File: src/rtl/tersel_regs.svh
// register offsets, field positions, reset values and timing counts
`ifndef TERSEL_REGS_SVH
`define TERSEL_REGS_SVH

// ----------------------------------------
// register byte offsets
// ----------------------------------------
`define TRS_OFS_CTRL 12'h000
`define TRS_OFS_SETTLE 12'h004
`define TRS_OFS_CMD 12'h008
`define TRS_OFS_STATUS 12'h00c
`define TRS_OFS_STEP 12'h010

// ----------------------------------------
// control fields
// ----------------------------------------
`define TRS_CTRL_EDGE 0
`define TRS_CTRL_POL 1
`define TRS_CTRL_EXTSRC 2
`define TRS_CTRL_TRGEN 3

// command fields (write-one pulses)
`define TRS_CMD_RELAY 0
`define TRS_CMD_DEFAULTS 1
`define TRS_CMD_CLEAR 2

// status fields
`define TRS_ST_SETTLED 0
`define TRS_ST_BUSY 1

// ----------------------------------------
// reset values and settling limit
// ----------------------------------------
`define TRS_CTRL_RESET 4'h0
`define TRS_SETTLE_RESET 16'h0000
`define TRS_SETTLE_MAX 16'hfde8

// ----------------------------------------
// timing
// ----------------------------------------
`define TRS_CLK_HZ 20000000
`define TRS_MS_PER_S 1000
`define TRS_HW_SETTLE_US 3000
`define TRS_CYC_PER_MS (`TRS_CLK_HZ / `TRS_MS_PER_S)
`define TRS_HW_SETTLE_CYC (`TRS_HW_SETTLE_US * (`TRS_CLK_HZ / 1000000))

`endif

File: src/rtl/tersel_pkg.sv
// types shared by the trigger and settled-output block
package tersel_pkg;
   typedef enum logic [1:0] {
      TRS_IDLE,
      TRS_HW_WAIT,
      TRS_PROG_WAIT
   } tersel_settle_type;
endpackage

File: src/rtl/tersel_edge.sv
// trigger input synchroniser and selectable edge detector
`timescale 1ns/1ns
module tersel_edge (
   input wire logic clk,
   input wire logic arst_n,
   input wire logic trig_in,
   input wire logic rising_sel,
   output logic edge_pulse
);
   logic sync_a;
   logic sync_b;
   logic prev;

   // ----------------------------------------
   // two-stage synchroniser
   // ----------------------------------------
   always_ff @(posedge clk or negedge arst_n) begin
      if (!arst_n) begin
         sync_a <= 1'b0;
         sync_b <= 1'b0;
         prev <= 1'b0;
      end else begin
         sync_a <= trig_in;
         sync_b <= sync_a;
         prev <= sync_b;
      end
   end

   // one pulse per edge; only sync_b and prev are compared
   always_comb begin
      if (rising_sel) begin
         edge_pulse = sync_b & ~prev;
      end else begin
         edge_pulse = ~sync_b & prev;
      end
   end
endmodule // tersel_edge

File: src/rtl/tersel_top.sv
// trigger edge select, step pointer and settled output with apb registers
`timescale 1ns/1ns
`include "tersel_regs.svh"
//
// Contract
// - fire on falling trigger edge when edge select 0, rising when 1.
// - edge select returns to falling at reset, clears and restore defaults.
// - each accepted external trigger increments the step pointer by one.
// - after incrementing, load the setup the new pointer names onto relays.
// - act on trigger only with external source chosen and triggers enabled.
// - settled pin active-low when polarity select 0, active-high when 1.
// - polarity select returns to active-low at reset, clears, restore defaults.
// - settled output goes false as a relay operation begins.
// - settled returns true only after hardware then programmed settling.
// - any relay-writing operation negates settled, even with no change.
// - polarity affects only the pin; status bit keeps fixed sense.
// - programmed settling is 0 to 65000 ms, added after hardware settling.
module tersel_top #(
   parameter int STEP_W = 7,
   parameter logic [6:0] STEP_MAX = 7'h64,
   parameter int HW_SETTLE_CYC = `TRS_HW_SETTLE_CYC,
   parameter int CYC_PER_MS = `TRS_CYC_PER_MS
) (
   input wire logic clk,
   input wire logic arst_n,
   input wire logic psel,
   input wire logic penable,
   input wire logic pwrite,
   input wire logic [11:0] paddr,
   input wire logic [31:0] pwdata,
   output logic [31:0] prdata,
   output logic pready,
   output logic pslverr,
   input wire logic ext_trigger,
   input wire logic device_clear,
   output logic settled_pin,
   output logic settled_status,
   output logic setup_load,
   output logic [STEP_W-1:0] setup_index
);
   import tersel_pkg::*;

   logic trigger_edge_select;
   logic ready_polarity_select;
   logic ext_source;
   logic trig_enable;
   logic [15:0] settle_ms;
   logic [STEP_W-1:0] step;
   logic edge_pulse;
   logic accept;
   logic wr_cmd;
   logic restore_defaults_command;
   logic relay_write;
   logic settled;
   logic [31:0] cyc_cnt;
   logic [15:0] ms_cnt;
   logic [STEP_W-1:0] next_step;
   tersel_settle_type state;

   // ----------------------------------------
   // apb decode
   // ----------------------------------------
   logic acc;
   logic wr;
   logic mapped;
   assign acc = psel & penable;
   assign wr = acc & pwrite;
   always_comb begin
      case (paddr)
         `TRS_OFS_CTRL, `TRS_OFS_SETTLE, `TRS_OFS_CMD,
         `TRS_OFS_STATUS, `TRS_OFS_STEP: mapped = 1'b1;
         default: mapped = 1'b0;
      endcase
   end
   assign wr_cmd = wr & (paddr == `TRS_OFS_CMD);
   // device clear input and the clear command bit act alike
   assign restore_defaults_command = (wr_cmd &
      (pwdata[`TRS_CMD_DEFAULTS] | pwdata[`TRS_CMD_CLEAR])) | device_clear;

   // single-cycle access phase: pready is registered, high for the access cycle only
   always_ff @(posedge clk or negedge arst_n) begin
      if (!arst_n) begin
         pready <= 1'b0;
      end else begin
         pready <= psel & ~penable;
      end
   end

   // unmapped offsets are refused in the same access cycle
   always_ff @(posedge clk or negedge arst_n) begin
      if (!arst_n) begin
         pslverr <= 1'b0;
      end else begin
         pslverr <= psel & ~penable & ~mapped;
      end
   end

   // read data is latched at setup, so it stands through the access
   always_ff @(posedge clk or negedge arst_n) begin
      if (!arst_n) begin
         prdata <= 32'h0000_0000;
      end else begin
         prdata <= 32'h0000_0000;
         if (psel & ~penable & ~pwrite) begin
            case (paddr)
               `TRS_OFS_CTRL: prdata <= {28'h0000000, trig_enable,
                  ext_source, ready_polarity_select, trigger_edge_select};
               `TRS_OFS_SETTLE: prdata <= {16'h0000, settle_ms};
               `TRS_OFS_STATUS: prdata <= {30'h00000000,
                  state != TRS_IDLE, settled};
               `TRS_OFS_STEP: prdata <= {{(32-STEP_W){1'b0}}, step};
               default: prdata <= 32'h0000_0000;
            endcase
         end
      end
   end
   // the write lands on the access-phase edge where pready is high
   logic wr_take;
   logic defaults_take;
   logic ctrl_take;
   logic settle_take;
   assign wr_take = wr & pready;
   // defaults also clear source, enable and settling time
   assign defaults_take = restore_defaults_command
      & (wr_take | device_clear);
   assign ctrl_take = wr_take & (paddr == `TRS_OFS_CTRL);
   assign settle_take = wr_take & (paddr == `TRS_OFS_SETTLE);

   // ----------------------------------------
   // configuration
   // ----------------------------------------
   // a new edge choice applies to the next synchronised edge
   always_ff @(posedge clk or negedge arst_n) begin
      if (!arst_n) begin
         trigger_edge_select <= 1'b0;
      end else if (defaults_take) begin
         trigger_edge_select <= 1'b0;
      end else if (ctrl_take) begin
         trigger_edge_select <= pwdata[`TRS_CTRL_EDGE];
      end
   end

   always_ff @(posedge clk or negedge arst_n) begin
      if (!arst_n) begin
         ready_polarity_select <= 1'b0;
      end else if (defaults_take) begin
         ready_polarity_select <= 1'b0;
      end else if (ctrl_take) begin
         ready_polarity_select <= pwdata[`TRS_CTRL_POL];
      end
   end

   always_ff @(posedge clk or negedge arst_n) begin
      if (!arst_n) begin
         ext_source <= 1'b0;
      end else if (defaults_take) begin
         ext_source <= 1'b0;
      end else if (ctrl_take) begin
         ext_source <= pwdata[`TRS_CTRL_EXTSRC];
      end
   end

   always_ff @(posedge clk or negedge arst_n) begin
      if (!arst_n) begin
         trig_enable <= 1'b0;
      end else if (defaults_take) begin
         trig_enable <= 1'b0;
      end else if (ctrl_take) begin
         trig_enable <= pwdata[`TRS_CTRL_TRGEN];
      end
   end

   // out-of-range values saturate rather than fault
   always_ff @(posedge clk or negedge arst_n) begin
      if (!arst_n) begin
         settle_ms <= `TRS_SETTLE_RESET;
      end else if (defaults_take) begin
         settle_ms <= `TRS_SETTLE_RESET;
      end else if (settle_take) begin
         if (pwdata[15:0] > `TRS_SETTLE_MAX) begin
            settle_ms <= `TRS_SETTLE_MAX;
         end else begin
            settle_ms <= pwdata[15:0];
         end
      end
   end

   // ----------------------------------------
   // trigger path
   // ----------------------------------------
   tersel_edge u_edge (
      .clk(clk),
      .arst_n(arst_n),
      .trig_in(ext_trigger),
      .rising_sel(trigger_edge_select),
      .edge_pulse(edge_pulse)
   );
   // edges arriving while disabled are dropped, not queued
   assign accept = edge_pulse & ext_source & trig_enable;

   // pointer wraps past the last stored setup back to the first
   always_comb begin
      if (step >= STEP_MAX) begin
         next_step = {{(STEP_W-1){1'b0}}, 1'b1};
      end else begin
         next_step = step + {{(STEP_W-1){1'b0}}, 1'b1};
      end
   end
   always_ff @(posedge clk or negedge arst_n) begin
      if (!arst_n) begin
         step <= '0;
      end else if (accept) begin
         step <= next_step;
      end
   end

   always_ff @(posedge clk or negedge arst_n) begin
      if (!arst_n) begin
         setup_index <= '0;
      end else if (accept) begin
         setup_index <= next_step;
      end
   end

   always_ff @(posedge clk or negedge arst_n) begin
      if (!arst_n) begin
         setup_load <= 1'b0;
      end else begin
         setup_load <= accept;
      end
   end

   // ----------------------------------------
   // settling sequence
   // ----------------------------------------
   // software relay writes and trigger loads both count as relay writes
   assign relay_write = (wr_cmd & wr_take & pwdata[`TRS_CMD_RELAY])
      | accept;

   always_ff @(posedge clk or negedge arst_n) begin
      if (!arst_n) begin
         state <= TRS_IDLE;
         cyc_cnt <= 32'h0000_0000;
         ms_cnt <= 16'h0000;
      end else if (relay_write) begin
         // a new write restarts the full wait
         state <= TRS_HW_WAIT;
         cyc_cnt <= 32'h0000_0000;
         ms_cnt <= 16'h0000;
      end else begin
         case (state)
            TRS_IDLE: begin
               cyc_cnt <= 32'h0000_0000;
            end
            TRS_HW_WAIT: begin
               if (cyc_cnt >= 32'(HW_SETTLE_CYC - 1)) begin
                  cyc_cnt <= 32'h0000_0000;
                  state <= TRS_PROG_WAIT;
               end else begin
                  cyc_cnt <= cyc_cnt + 32'h0000_0001;
               end
            end
            TRS_PROG_WAIT: begin
               if (ms_cnt >= settle_ms) begin
                  state <= TRS_IDLE;
               end else if (cyc_cnt >= 32'(CYC_PER_MS - 1)) begin
                  cyc_cnt <= 32'h0000_0000;
                  ms_cnt <= ms_cnt + 16'h0001;
               end else begin
                  cyc_cnt <= cyc_cnt + 32'h0000_0001;
               end
            end
            default: state <= TRS_IDLE;
         endcase
      end
   end

   // ----------------------------------------
   // settled outputs
   // ----------------------------------------
   assign settled = (state == TRS_IDLE);
   always_ff @(posedge clk or negedge arst_n) begin
      if (!arst_n) begin
         settled_status <= 1'b1;
      end else begin
         settled_status <= settled & ~relay_write;
      end
   end

   // a relay write negates the pin on the very next edge
   always_ff @(posedge clk or negedge arst_n) begin
      if (!arst_n) begin
         settled_pin <= 1'b0;
      end else begin
         settled_pin <= ~((settled & ~relay_write)
            ^ ready_polarity_select);
      end
   end
endmodule // tersel_top

File: config.mk
export PLATFORM = sky130hd
export DESIGN_NAME = tersel_top
export DESIGN_NICKNAME = d
export VERILOG_FILES = /design/src/rtl/tersel_pkg.sv /design/src/rtl/tersel_edge.sv /design/src/rtl/tersel_top.sv
export VERILOG_INCLUDE_DIRS = /design/src /design/src/rtl
export SDC_FILE = /design/constraint.sdc
export NUM_CORES = 1
export LEC_CHECK = 0
export ABC_CLOCK_PERIOD_IN_PS = 7400
export BUFFER_PORTS_ARGS = -buffer_cell sky130_fd_sc_hd__buf_2
export CAP_MARGIN = 10
export CORE_ASPECT_RATIO = 0.9
export CORE_MARGIN = 8
export CORE_UTILIZATION = 61
export CTS_CLUSTER_DIAMETER = 100
export CTS_CLUSTER_SIZE = 30
export DETAILED_ROUTE_END_ITERATION = 6
export PLACE_DENSITY_LB_ADDON = 0.3
export REMOVE_ABC_BUFFERS = 1
export SYNTH_ARGS = -nofsm -noshare
export SYNTH_HDL_FRONTEND = slang
export SYNTH_SLANG_ARGS = --single-unit
export TNS_END_PERCENT = 5
File: constraint.sdc
create_clock -name clk -period 7.4 [get_ports clk]
set_input_delay 1.48 -clock clk [delete_from_list [all_inputs] [get_ports clk]]
set_output_delay 1.48 -clock clk [all_outputs]
set_load 0.01 [all_outputs]
==> summary.md, run 1 <==
| Metric | Value |
|---|---|
| Outcome | `finished clean` |
| Total track usage | `21.43%` |
| Largest family of logic cells by synthesized area | `simple AND/OR/NAND/NOR gates` |
| Synth area leaders | `dfrtp_1 46%, ha_1 5.3%, and3_1 3.7%` |
| Arr. time, crit path | `about 3.6 ns` |
| Fmax | `0.3072 GHz` |
| Crit Path Max Fanout | `9` |
| Root Driver | `clkbuf_8` |
| Critical setup path kind | `in -> reg` |
| Post-Syn Instances | `564` |
| Netlist cell types | `between 60 and 70` |
| Cell Area, Placed | `about 5700 um2` |
| Setup Buffers After CTS | `0` |
| Hold Fails Final Rpt | `0` |
| Max Transition Viols Final | `0` |
| Routed length per instance | `17.22 um` |
| Post-synthesis adder-cell area fraction | `~5.3%` |
| Design area | `5903 um2` |
| Share of post-route cells with drive strength above 1 | `14.68%` |
| TritonCTS clock tree | `yes` |
| Final setup skew | `0.01305 ns` |
| Hold depth | `0` |
| Worst path slowest cell | `nor4b_2` |
| # IOs | `95` |
| Pin count of the biggest net entering global routing | `63` |
| Pwr/cell area | `153.9 nW/um2` |
| Async S/R FF share, synth | `100.0%` |
| First-pass GRT wire length | `21.43 mm` |
| CTS max path bufs | `2` |
| Via count | `approximately 4,700` |
| Synth Area in Compound Gates | `roughly 18%` |
| # clock sinks | `between 100 and 150` |
| Count leader, synth | `dfrtp_1` |
| Worst-Skew Late Latency | `0.37 ns` |
| Area leader, netlist | `dfrtp_1` |
| Worst-path clk slew | `about 0.09 ns` |
| Die Wd | `roughly 120 um` |
| Setup crit start kind | `primary input` |
| Seq/Total Area, Yosys | `46.64%` |
| Die ar. | `between 10,000 and 15,000 um2` |
| Initial antenna violation count | `0` |
| Std-Cell Rows | `32` |
| Synth-to-layout area growth | `8.885%` |
| Final period utilization | `about 44%` |
| Vias in the first global route | `4,566` |
| CP required | `just under 8 ns` |
| Fill cells | `680` |
| RD Place Congestion | `0.8632` |
| Setup TNS | `0 ns` |
| DR DRC count | `0` |
| Mapped cell area | `5421 um2` |
| Register area | `between 2000 and 3000 um2` |
| Slew @ Worst Pin | `roughly 1.2 ns` |
| Headroom to the max-slew limit | `17.49%` |
| Core area | `8608 um2` |
| Area share of the largest cell type after synthesis | `46.16%` |
| Inserted Clock Buffers | `9` |
| H-Tree Depth | `3` |
| Core Util, Final | `68.58%` |
| Die H | `105.4 um` |
| Diode count | `0` |
| # setup viols final | `0` |
| Hold-fix buffers at CTS | `0` |
| Leak | `0.002729 uW` |
| Final worst path period need | `3.255 ns` |
| R2R cell count | `8` |
| Via-per-instance ratio | `6.318` |
| Max_cap viols | `0` |
| Simple-gate area share of the yosys netlist | `between 20 and 25%` |
| Drt first pass iters | `5` |
| DRT iter0 DRCs | `489` |
| Maximum vdd drop | `147.4 uV` |
| Crit. End Element | `flop` |
| CTS resizes | `0` |
| RSZ-0062 raised after global routing | `no` |
| Total gr overflow | `0` |
| Max incr delay on CP | `between 0.7 and 0.8 ns` |
| Number of warning messages in the yosys log | `0` |
| ANT nets after route | `0` |
| EDFF count, synth | `0` |
| Synthesis-stage register bit count | `slightly above 100` |
| XOR/XNOR Fraction of Synth Area | `0.1616%` |
| Most frequent cells after synthesis | `100 x dfrtp_1, 47 x nand2_1, 33 x a21oi_1, 32 x and3_1, 31 x nor2_1` |
| Dpl hpwl | `8.993 mm` |
| Worst-path cell chain | `buf_2 > nor4_1 > nand3_1 > nor4b_2 > o21ai_1 > a21oi_1` |
| Main synth FF type | `dfrtp_1` |
| HP Class | `reg -> reg` |
| Final WL | `~13 mm` |
| I/O Buffers | `just over 60` |
| Area of the multi-input gates | `roughly 2600 um2` |
| Final nets | `689` |
| Avg Synthesized Cell Area | `a little under 10 um2` |
| Mux cell area share after synthesis | `1.108%` |
| Initial Utilization | `62.98%` |
## final timing paths
check	from	end	slack [ns]
setup / recovery	paddr[11]	prdata[1]	4.15
hold / removal	u_edge.sync_a	u_edge.sync_b	0.38
setup reg to reg	ms_cnt[0]	ms_cnt[15]	4.23
hold reg to reg	u_edge.sync_a	u_edge.sync_b	0.38
max in group asynchronous	arst_n	cyc_cnt[19]	5.18
min in group asynchronous	arst_n	settle_ms[13]	1.07
## layer usage
layer | wire length (um) | global-route usage, % | up-vias
li1 | - | - | 2177
met1 | 5568 | 27.05 | 2294
met2 | 6290 | 35.31 | 184
met3 | 743 | 4.678 | 14
met4 | 122 | 7.779 | 0
met5 | 0 | 0 | -
## cells by family after synthesis
logic type | Yosys count
and+or+nand+nor | 217
DFF | 101
muxes | 6
xor gates and xnor gates | 1
other | 1
buffers and inverters | 73
adders and majority gates | 23
AOI/OAI and AO/OA | 142
## power by group
| part | switching, uW | total (uW) | internal, uW |
|---|---|---|---|
| Clock | 193 | 319 | 126 |
| Sequential | 0.737 | 554 | 553 |
| Combinational | 26.7 | 36.5 | 9.83 |
## final cells by class
type                            count  share of cell area, %
Inverter                           30                  1.908
Tap cell                          119                  2.522
Multi-Input combinational cell    405                  43.85
Timing Repair Buffer               68                  6.062
Sequential cell                   101                  42.84
Clock inverter                      4                 0.5299
Clock buffer                       12                  2.289
## stage by stage
stage / hold WS [ns] / total power, uW / instances / setup WS (ns)
3_5_place_dp: 0.3583 / 601.0 / 722 / 3.483
4_1_cts: 0.3813 / 913.1 / 738 / 3.757
2_1_floorplan: 0.3312 / 574.3 / 536 / 3.529
3_3_place_gp: 0.3352 / 599.9 / 722 / 3.514
5_1_grt: 0.3885 / 935.9 / 739 / 3.866
6_report: 0.3759 / 908.8 / 739 / 4.145
## cells in the final DEF (no fill, tap or decap), types with 15 or more instances in the layout
cell,count
dfrtp_1,100
buf_2,61
nand2_1,47
and3_1,32
a21oi_1,32
nor2_1,31
inv_1,29
o21ai_0,29
ha_1,23
nand3_1,19
conb_1,16
nand4_1,15
## sequential cells by signal, summed over array words and instances (netlist names)
signal                 flops
cyc_cnt                   32
ms_cnt                    16
prdata                    16
settle_ms                 16
setup_index                7
state                      2
ext_source                 1
pready                     1
pslverr                    1
ready_polarity_select      1
settled_pin                1
settled_status             1
setup_load                 1
trig_enable                1
trigger_edge_select        1
u_edge.prev                1
u_edge.sync_a              1
u_edge.sync_b              1
## worst max-delay path, delay by kind of cell
kind                   cells  cell delay (ns)
buffers and inverters      1             0.09
and+or+nand+nor            3             1.35
AOI/OAI and AO/OA          2             0.62
(Power assumes the default switching activity.)
==> run 2, diff against run 1 <==
--- a/config.mk
+++ b/config.mk
@@ -6,12 +6,12 @@
 export SDC_FILE = /design/constraint.sdc
 export NUM_CORES = 1
 export LEC_CHECK = 0
-export ABC_CLOCK_PERIOD_IN_PS = 7400
+export ABC_CLOCK_PERIOD_IN_PS = 3300
 export BUFFER_PORTS_ARGS = -buffer_cell sky130_fd_sc_hd__buf_2
 export CAP_MARGIN = 10
 export CORE_ASPECT_RATIO = 0.9
 export CORE_MARGIN = 8
-export CORE_UTILIZATION = 61
+export CORE_UTILIZATION = 56
 export CTS_CLUSTER_DIAMETER = 100
 export CTS_CLUSTER_SIZE = 30
 export DETAILED_ROUTE_END_ITERATION = 6
==> constraint.sdc (replaced) <==
create_clock -name clk -period 3.3 [get_ports clk]
set_input_delay 0.66 -clock clk [delete_from_list [all_inputs] [get_ports clk]]
set_output_delay 0.66 -clock clk [all_outputs]
set_load 0.01 [all_outputs]
==> summary.md, run 2 (synthesized netlist as in run 1, its figures left out) <==
| Metric | Value |
|---|---|
| Outcome | `finished clean` |
| Worst-Skew Late Latency | `0.37 ns (about the same)` |
| Final worst path period need | `2.760 ns` |
| Die H | `109.3 um (+3.7%)` |
| CTS resizes | `0 (unchanged)` |
| Max incr delay on CP | `0.44 ns (-0.32 ns)` |
| Largest register FFs | `32 (unchanged)` |
| Overall Power | `2089 uW (+130%)` |
| Final period utilization | `83.63%` |
| DRT iter0 DRCs | `395 (-19%)` |
| Most used cell along the critical path | `nand2b_1` |
| Pwr/cell area | `346.6 nW/um2 (+130%)` |
| Leak | `0.002794 uW (+2.4%)` |
| CTS max path bufs | `2 (unchanged)` |
| Worst path slowest cell | `a2111o_1` |
| Pin count of the biggest net entering global routing | `54 (-14%)` |
| Share of post-route cells with drive strength above 1 | `16.51% (+1.8 points)` |
| Crit. End Element | `flop` |
| Dpl hpwl | `9.545 mm (+6.1%)` |
| Final WL | `13.19 mm (+3.6%)` |
| Net Sw Frac | `23.97% (-0.30 points)` |
| Diode count | `0 (unchanged)` |
| Pre-CTS WS | `0.5801 ns (-2.903 ns)` |
| H-Tree Depth | `3 (unchanged)` |
| Most common cell after layout, fill and taps aside | `dfrtp_1` |
| Critical setup path kind | `reg -> reg` |
| Reg-to-reg slack, setup | `0.54 ns (-3.69 ns)` |
| CP delay by family, top | `compound AO/OA/AOI/OAI gates` |
| DR DRC count | `0 (unchanged)` |
| Routed length per instance | `17.44 um (+1.3%)` |
| Final nets | `699 (+1.5%)` |
| Final setup skew | `0.01125 ns (-0.001802 ns)` |
| Total track usage | `20.42% (-1.0 points)` |
| Max Transition Viols Final | `0 (unchanged)` |
| Core area | `9529 um2 (+11%)` |
| Commonest non-fill, non-tap cells in the layout | `100 x dfrtp_1, 61 x buf_2, 47 x nand2_1` |
| Setup TNS | `0 ns (unchanged)` |
| Crit path buffers/inverters | `2 (+1)` |
| Std-Cell Rows | `34 (+6.3%)` |
| Total gr overflow | `0 (unchanged)` |
| # setup viols final | `0 (unchanged)` |
| Maximum vdd drop | `327.8 uV (+120%)` |
| Worst-path cell chain | `inv_1 > ha_1 > nand2b_1 > a2111o_1 > a311oi_1 > a21oi_2 > nand2b_1 > buf_4 > o41ai_1` |
| Worst r2r src | `ms_cnt[0]` |
| Die ar. | `13,090 um2 (+7.6%)` |
| Via count | `4,672 (+0.064%)` |
| Root Driver | `clkbuf_8` |
| Hold Fails Final Rpt | `0 (unchanged)` |
| Reg2reg end | `cyc_cnt[3]` |
| Synth-to-layout area growth | `11.15%` |
| # clock sinks | `101 (unchanged)` |
| ANT nets after route | `0 (unchanged)` |
| Via-per-instance ratio | `6.180 (-2.2%)` |
| Initial antenna violation count | `0 (unchanged)` |
| Vias in the first global route | `4,618 (+1.1%)` |
| Psw | `500.7 uW (+130%)` |
| Drt first pass iters | `5 (unchanged)` |
| PnR worst setup slack | `0.5403 ns (-3.605 ns)` |
| Max_cap viols | `0 (unchanged)` |
| R2R cell count | `9 (+1)` |
| CP required | `3.55 ns (-4.14 ns)` |
| Seq pwr share | `59.4% (-1.5 points)` |
| RSZ-0062 raised after global routing | `no` |
| Inserted Clock Buffers | `9 (unchanged)` |
| Reg with most FFs | `cyc_cnt` |
| Fmax | `0.3624 GHz` |
| # IOs | `95 (unchanged)` |
| I/O Buffers | `62 (unchanged)` |
| Hold-fix buffers at CTS | `0 (unchanged)` |
| Worst-path clk slew | `0.10 ns (about the same)` |
| Int Pwr | `1588 uW (+130%)` |
| Arr. time, crit path | `3.01 ns (-0.54 ns)` |
| Combinational power share | `4.1% (about the same)` |
| Clock network power share | `36.5% (+1.4 points)` |
| Setup Buffers After CTS | `0 (unchanged)` |
| Slew @ Worst Pin | `0.9058 ns (-0.3318 ns)` |
| RD Place Congestion | `0.8927 (+3.4%)` |
| First-pass GRT wire length | `21.88 mm (+2.1%)` |
| Headroom to the max-slew limit | `38.82% (+21 points)` |
| HP Class | `in -> async` |
| Initial Utilization | `56.89% (-6.1 points)` |
| TritonCTS clock tree | `yes` |
| Die Wd | `119.7 um (+3.8%)` |
| Crit Path Max Fanout | `8 (-1)` |
| Setup crit start kind | `flop` |
[run 2: cell count changes in the layout (fill, tap and decap cells not counted)]
cell | before | now
inv_8 | 0 | 1
clkbuf_8 | 9 | 11
buf_4 | 6 | 16
buf_12 | 0 | 1
clkbuf_4 | 1 | 0
inv_6 | 2 | 1
clkinvlp_4 | 0 | 1
clkbuf_1 | 3 | 0
[run 2: worst max path at each step]
stage / startpoint / endpoint / cells after the start
after floorplan: trigger_edge_select / cyc_cnt[11] / 7
after global placement: ms_cnt[0] / cyc_cnt[5] / 9
after detailed placement: ms_cnt[0] / cyc_cnt[3] / 9
after CTS: ms_cnt[0] / cyc_cnt[3] / 9
after global routing: ms_cnt[0] / cyc_cnt[3] / 9
final: ms_cnt[0] / cyc_cnt[3] / 9
[run 2: routing by layer]
metal	GRT usage [%]	vias up	wire length (um)
met5	0	-	0
met4	6.768	0	257
met3	4.517	24	822
met2	34.64	159	6372
met1	25.64	2305	5734
li1	-	2184	-
[run 2: metrics by stage]
stage | instance area, um2 | hold WS (ns) | utilization [%] | std cells
6_report | 6026 | 0.3222 | 63.24 | 756
5_1_grt | 6026 | 0.3693 | 63.24 | 756
4_1_cts | 6026 | 0.3395 | 63.24 | 756
3_5_place_dp | 5833 | 0.3370 | 61.21 | 740
3_3_place_gp | 5833 | 0.3383 | 61.21 | 740
2_1_floorplan | 5219 | 0.3312 | - | 536
[run 2: final cells by class]
cell class,count,area [um2]
tap,126,157.7
clock buffer,11,151.4
fill,808,3503
timing repair buffer,78,445.4
multi-input combinational,405,2589
clock inverter,5,41.29
sequential,101,2529
inverter,30,112.6
[run 2: power groups by stage]
stage                     logic [uW]  clock network, uW  registers, uW
after floorplan                 21.4                  0           1270
after global routing            96.1                820           1240
after CTS                       85.5                783           1240
after detailed placement        85.0                  0           1270
after global placement          83.6                  0           1270
final                           85.7                762           1240
==> run 3, diff against run 2 <==
--- a/config.mk
+++ b/config.mk
@@ -6,12 +6,12 @@
 export SDC_FILE = /design/constraint.sdc
 export NUM_CORES = 1
 export LEC_CHECK = 0
-export ABC_CLOCK_PERIOD_IN_PS = 3300
+export ABC_CLOCK_PERIOD_IN_PS = 2450
 export BUFFER_PORTS_ARGS = -buffer_cell sky130_fd_sc_hd__buf_2
 export CAP_MARGIN = 10
 export CORE_ASPECT_RATIO = 0.9
 export CORE_MARGIN = 8
-export CORE_UTILIZATION = 56
+export CORE_UTILIZATION = 51
 export CTS_CLUSTER_DIAMETER = 100
 export CTS_CLUSTER_SIZE = 30
 export DETAILED_ROUTE_END_ITERATION = 6
==> constraint.sdc (replaced) <==
create_clock -name clk -period 2.45 [get_ports clk]
set_input_delay 0.49 -clock clk [delete_from_list [all_inputs] [get_ports clk]]
set_output_delay 0.49 -clock clk [all_outputs]
set_load 0.01 [all_outputs]
==> summary.md, run 3 (synthesized netlist as in run 1, its figures left out) <==
| Metric | Value |
|---|---|
| Outcome | `finished clean` |
| RSZ-0062 raised after global routing | `yes` |
| Total gr overflow | `0 (unchanged)` |
| Pwr/cell area | `474.5 nW/um2 (+37%)` |
| H-Tree Depth | `3 (unchanged)` |
| Most used cell along the critical path | `a21oi_2` |
| Reg with most FFs | `cyc_cnt` |
| Worst r2r src | `ms_cnt[0]` |
| Final setup skew | `0.008608 ns (-0.002637 ns)` |
| Headroom to the max-slew limit | `62.01% (+23 points)` |
| Max incr delay on CP | `0.51 ns (+0.07 ns)` |
| Reg-to-reg slack, setup | `0.03 ns (-0.51 ns)` |
| Final nets | `723 (+3.4%)` |
| Arr. time, crit path | `2.71 ns (-0.30 ns)` |
| Most common cell after layout, fill and taps aside | `dfrtp_1` |
| HP Class | `in -> async` |
| Initial antenna violation count | `0 (unchanged)` |
| # IOs | `95 (unchanged)` |
| I/O Buffers | `62 (unchanged)` |
| DP Cell Count | `761 (+2.8%)` |
| Initial Utilization | `52.68% (-4.2 points)` |
| Leak | `0.003072 uW (+9.9%)` |
| Core area | `10,290 um2 (+8.0%)` |
| Die Wd | `124.7 um (+4.1%)` |
| Share of post-route cells with drive strength above 1 | `24.46% (+8.0 points)` |
| Max_cap viols | `0 (unchanged)` |
| Via count | `4,819 (+3.1%)` |
| Area of the multi-input gates | `2868 um2 (+11%)` |
| Overall Power | `3159 uW (+51%)` |
| Routed length per instance | `17.55 um (+0.64%)` |
| Total track usage | `18.85% (-1.6 points)` |
| Worst-path clk slew | `0.07 ns (-0.03 ns)` |
| Setup TNS | `0 ns (unchanged)` |
| Final period utilization | `98.95% (+15 points)` |
| Via-per-instance ratio | `6.155 (-0.41%)` |
| Commonest non-fill, non-tap cells in the layout | `99 x dfrtp_1, 62 x buf_2, 47 x nand2_1` |
| ANT nets after route | `0 (unchanged)` |
| Crit Path Max Fanout | `5 (-3)` |
| Vias in the first global route | `4,669 (+1.1%)` |
| Design area | `6658 um2 (+10%)` |
| Dpl hpwl | `9.802 mm (+2.7%)` |
| Reg2reg end | `cyc_cnt[10]` |
| RD Place Congestion | `0.9166 (+2.7%)` |
| CP required | `2.73 ns (-0.82 ns)` |
| Synth-to-layout area growth | `22.80%` |
| DR DRC count | `0 (unchanged)` |
| Final worst path period need | `2.424 ns (-0.3354 ns)` |
| Diode count | `0 (unchanged)` |
| Worst-Skew Late Latency | `0.35 ns (-0.02 ns)` |
| Largest register FFs | `32 (unchanged)` |
| # clock sinks | `101 (unchanged)` |
| First-pass GRT wire length | `22.50 mm (+2.8%)` |
| Max Transition Viols Final | `0 (unchanged)` |
| Worst-path cell chain | `inv_2 > ha_4 > nand2b_4 > a2111o_1 > a311oi_2 > a21oi_2 > or4b_4 > a21oi_2` |
| Final WL | `13.74 mm (+4.2%)` |
| Root Driver | `clkbuf_16` |
| DRT iter0 DRCs | `349 (-12%)` |
| Hold Fails Final Rpt | `0 (unchanged)` |
| CTS max path bufs | `2 (unchanged)` |
| Hold slack | `0.09217 ns (-0.2300 ns)` |
| Critical setup path kind | `reg -> reg` |
| Maximum vdd drop | `415.1 uV (+27%)` |
| Drt first pass iters | `5 (unchanged)` |
| Fmax | `0.4125 GHz (+14%)` |
| Inserted Clock Buffers | `9 (unchanged)` |
| Die H | `113.8 um (+4.1%)` |
| Non-filler cells, final | `783 (+3.6%)` |
| Crit. End Element | `flop` |
| Register area | `2530 um2 (about the same)` |
| # setup viols final | `0 (unchanged)` |
| Die ar. | `14,190 um2 (+8.4%)` |
| Worst path slowest cell | `or4b_4` |
| Std-Cell Rows | `35 (+2.9%)` |
| Cell Area, Placed | `5997 um2 (+2.8%)` |
| Slew @ Worst Pin | `0.5660 ns (-0.3398 ns)` |
| Pin count of the biggest net entering global routing | `44 (-19%)` |
| Fill cells | `815 (+0.87%)` |
| TritonCTS clock tree | `yes` |
| R2R cell count | `8 (-1)` |
| Setup crit start kind | `flop` |
[run 3: where the power goes]
group,total [uW],switching (uW),internal [uW]
registers,1670,1.85,1670
clock network,1370,640,726
logic,121,83.7,37.0
total,3160,726,2430
[run 3: worst max-delay path by stage]
| stage | startpoint | endpoint | slack [ns] | cells after the start |
|---|---|---|---|---|
| 2_1_floorplan | trigger_edge_select | cyc_cnt[11] | -0.69 | 7 |
| 3_3_place_gp | ms_cnt[0] | cyc_cnt[10] | -0.05 | 8 |
| 3_5_place_dp | settle_ms[0] | cyc_cnt[6] | -0.11 | 8 |
| 4_1_cts | settle_ms[11] | ms_cnt[9] | 0.02 | 9 |
| 5_1_grt | ms_cnt[0] | cyc_cnt[10] | -0.06 | 8 |
| 6_report | ms_cnt[0] | cyc_cnt[10] | 0.03 | 8 |
[run 3: per-layer routing]
metal	vias up	share of wire, %	GRT usage, %	routed length, um
li1	2241	-	-	-
met1	2424	45	23.96	6123
met2	141	50	31.68	6819
met3	13	4.9	4.312	671
met4	0	0.93	5.052	128
met5	-	0	0	0
[run 3: area by class of cell]
class	count	area share, %
Multi-Input combinational cell	405	43.07
Timing Repair Buffer	102	10.51
Clock buffer	10	3.590
Sequential cell	101	38.00
Clock inverter	6	0.7142
Tap cell	129	2.424
Inverter	30	1.691
[run 3: critical path: cells and delay by family (launching register included)]
| family | cells | cell delay, ns |
|---|---|---|
| buffers and inverters | 1 | 0.07 |
| adder cells (fa/ha/maj) | 1 | 0.19 |
| flip-flops | 1 | 0.39 |
| AND/OR/NAND/NOR | 2 | 0.64 |
| AO/OA/AOI/OAI | 4 | 1.07 |
[run 3: through the flow]
stage | worst slack (ns) | utilization [%]
6_report | 0.02574 | 64.69
5_1_grt | -0.05819 | 64.69
4_1_cts | 0.01788 | 61.28
3_5_place_dp | -0.1131 | 58.27
3_3_place_gp | -0.05383 | 58.27
2_1_floorplan | -0.6892 | -
[run 3: timing repair]
| action | in CTS | in global routing |
|---|---|---|
| buffers inserted | 0 | 3 |
| endpoints found under the hold margin | 0 | 0 |
| gates resized for setup | 5 | 44 |
| cloned | 0 | 3 |
| pin swaps | 3 | 19 |
| setup endpoints to repair | 18 | 31 |
| hold buffers | 0 | 0 |
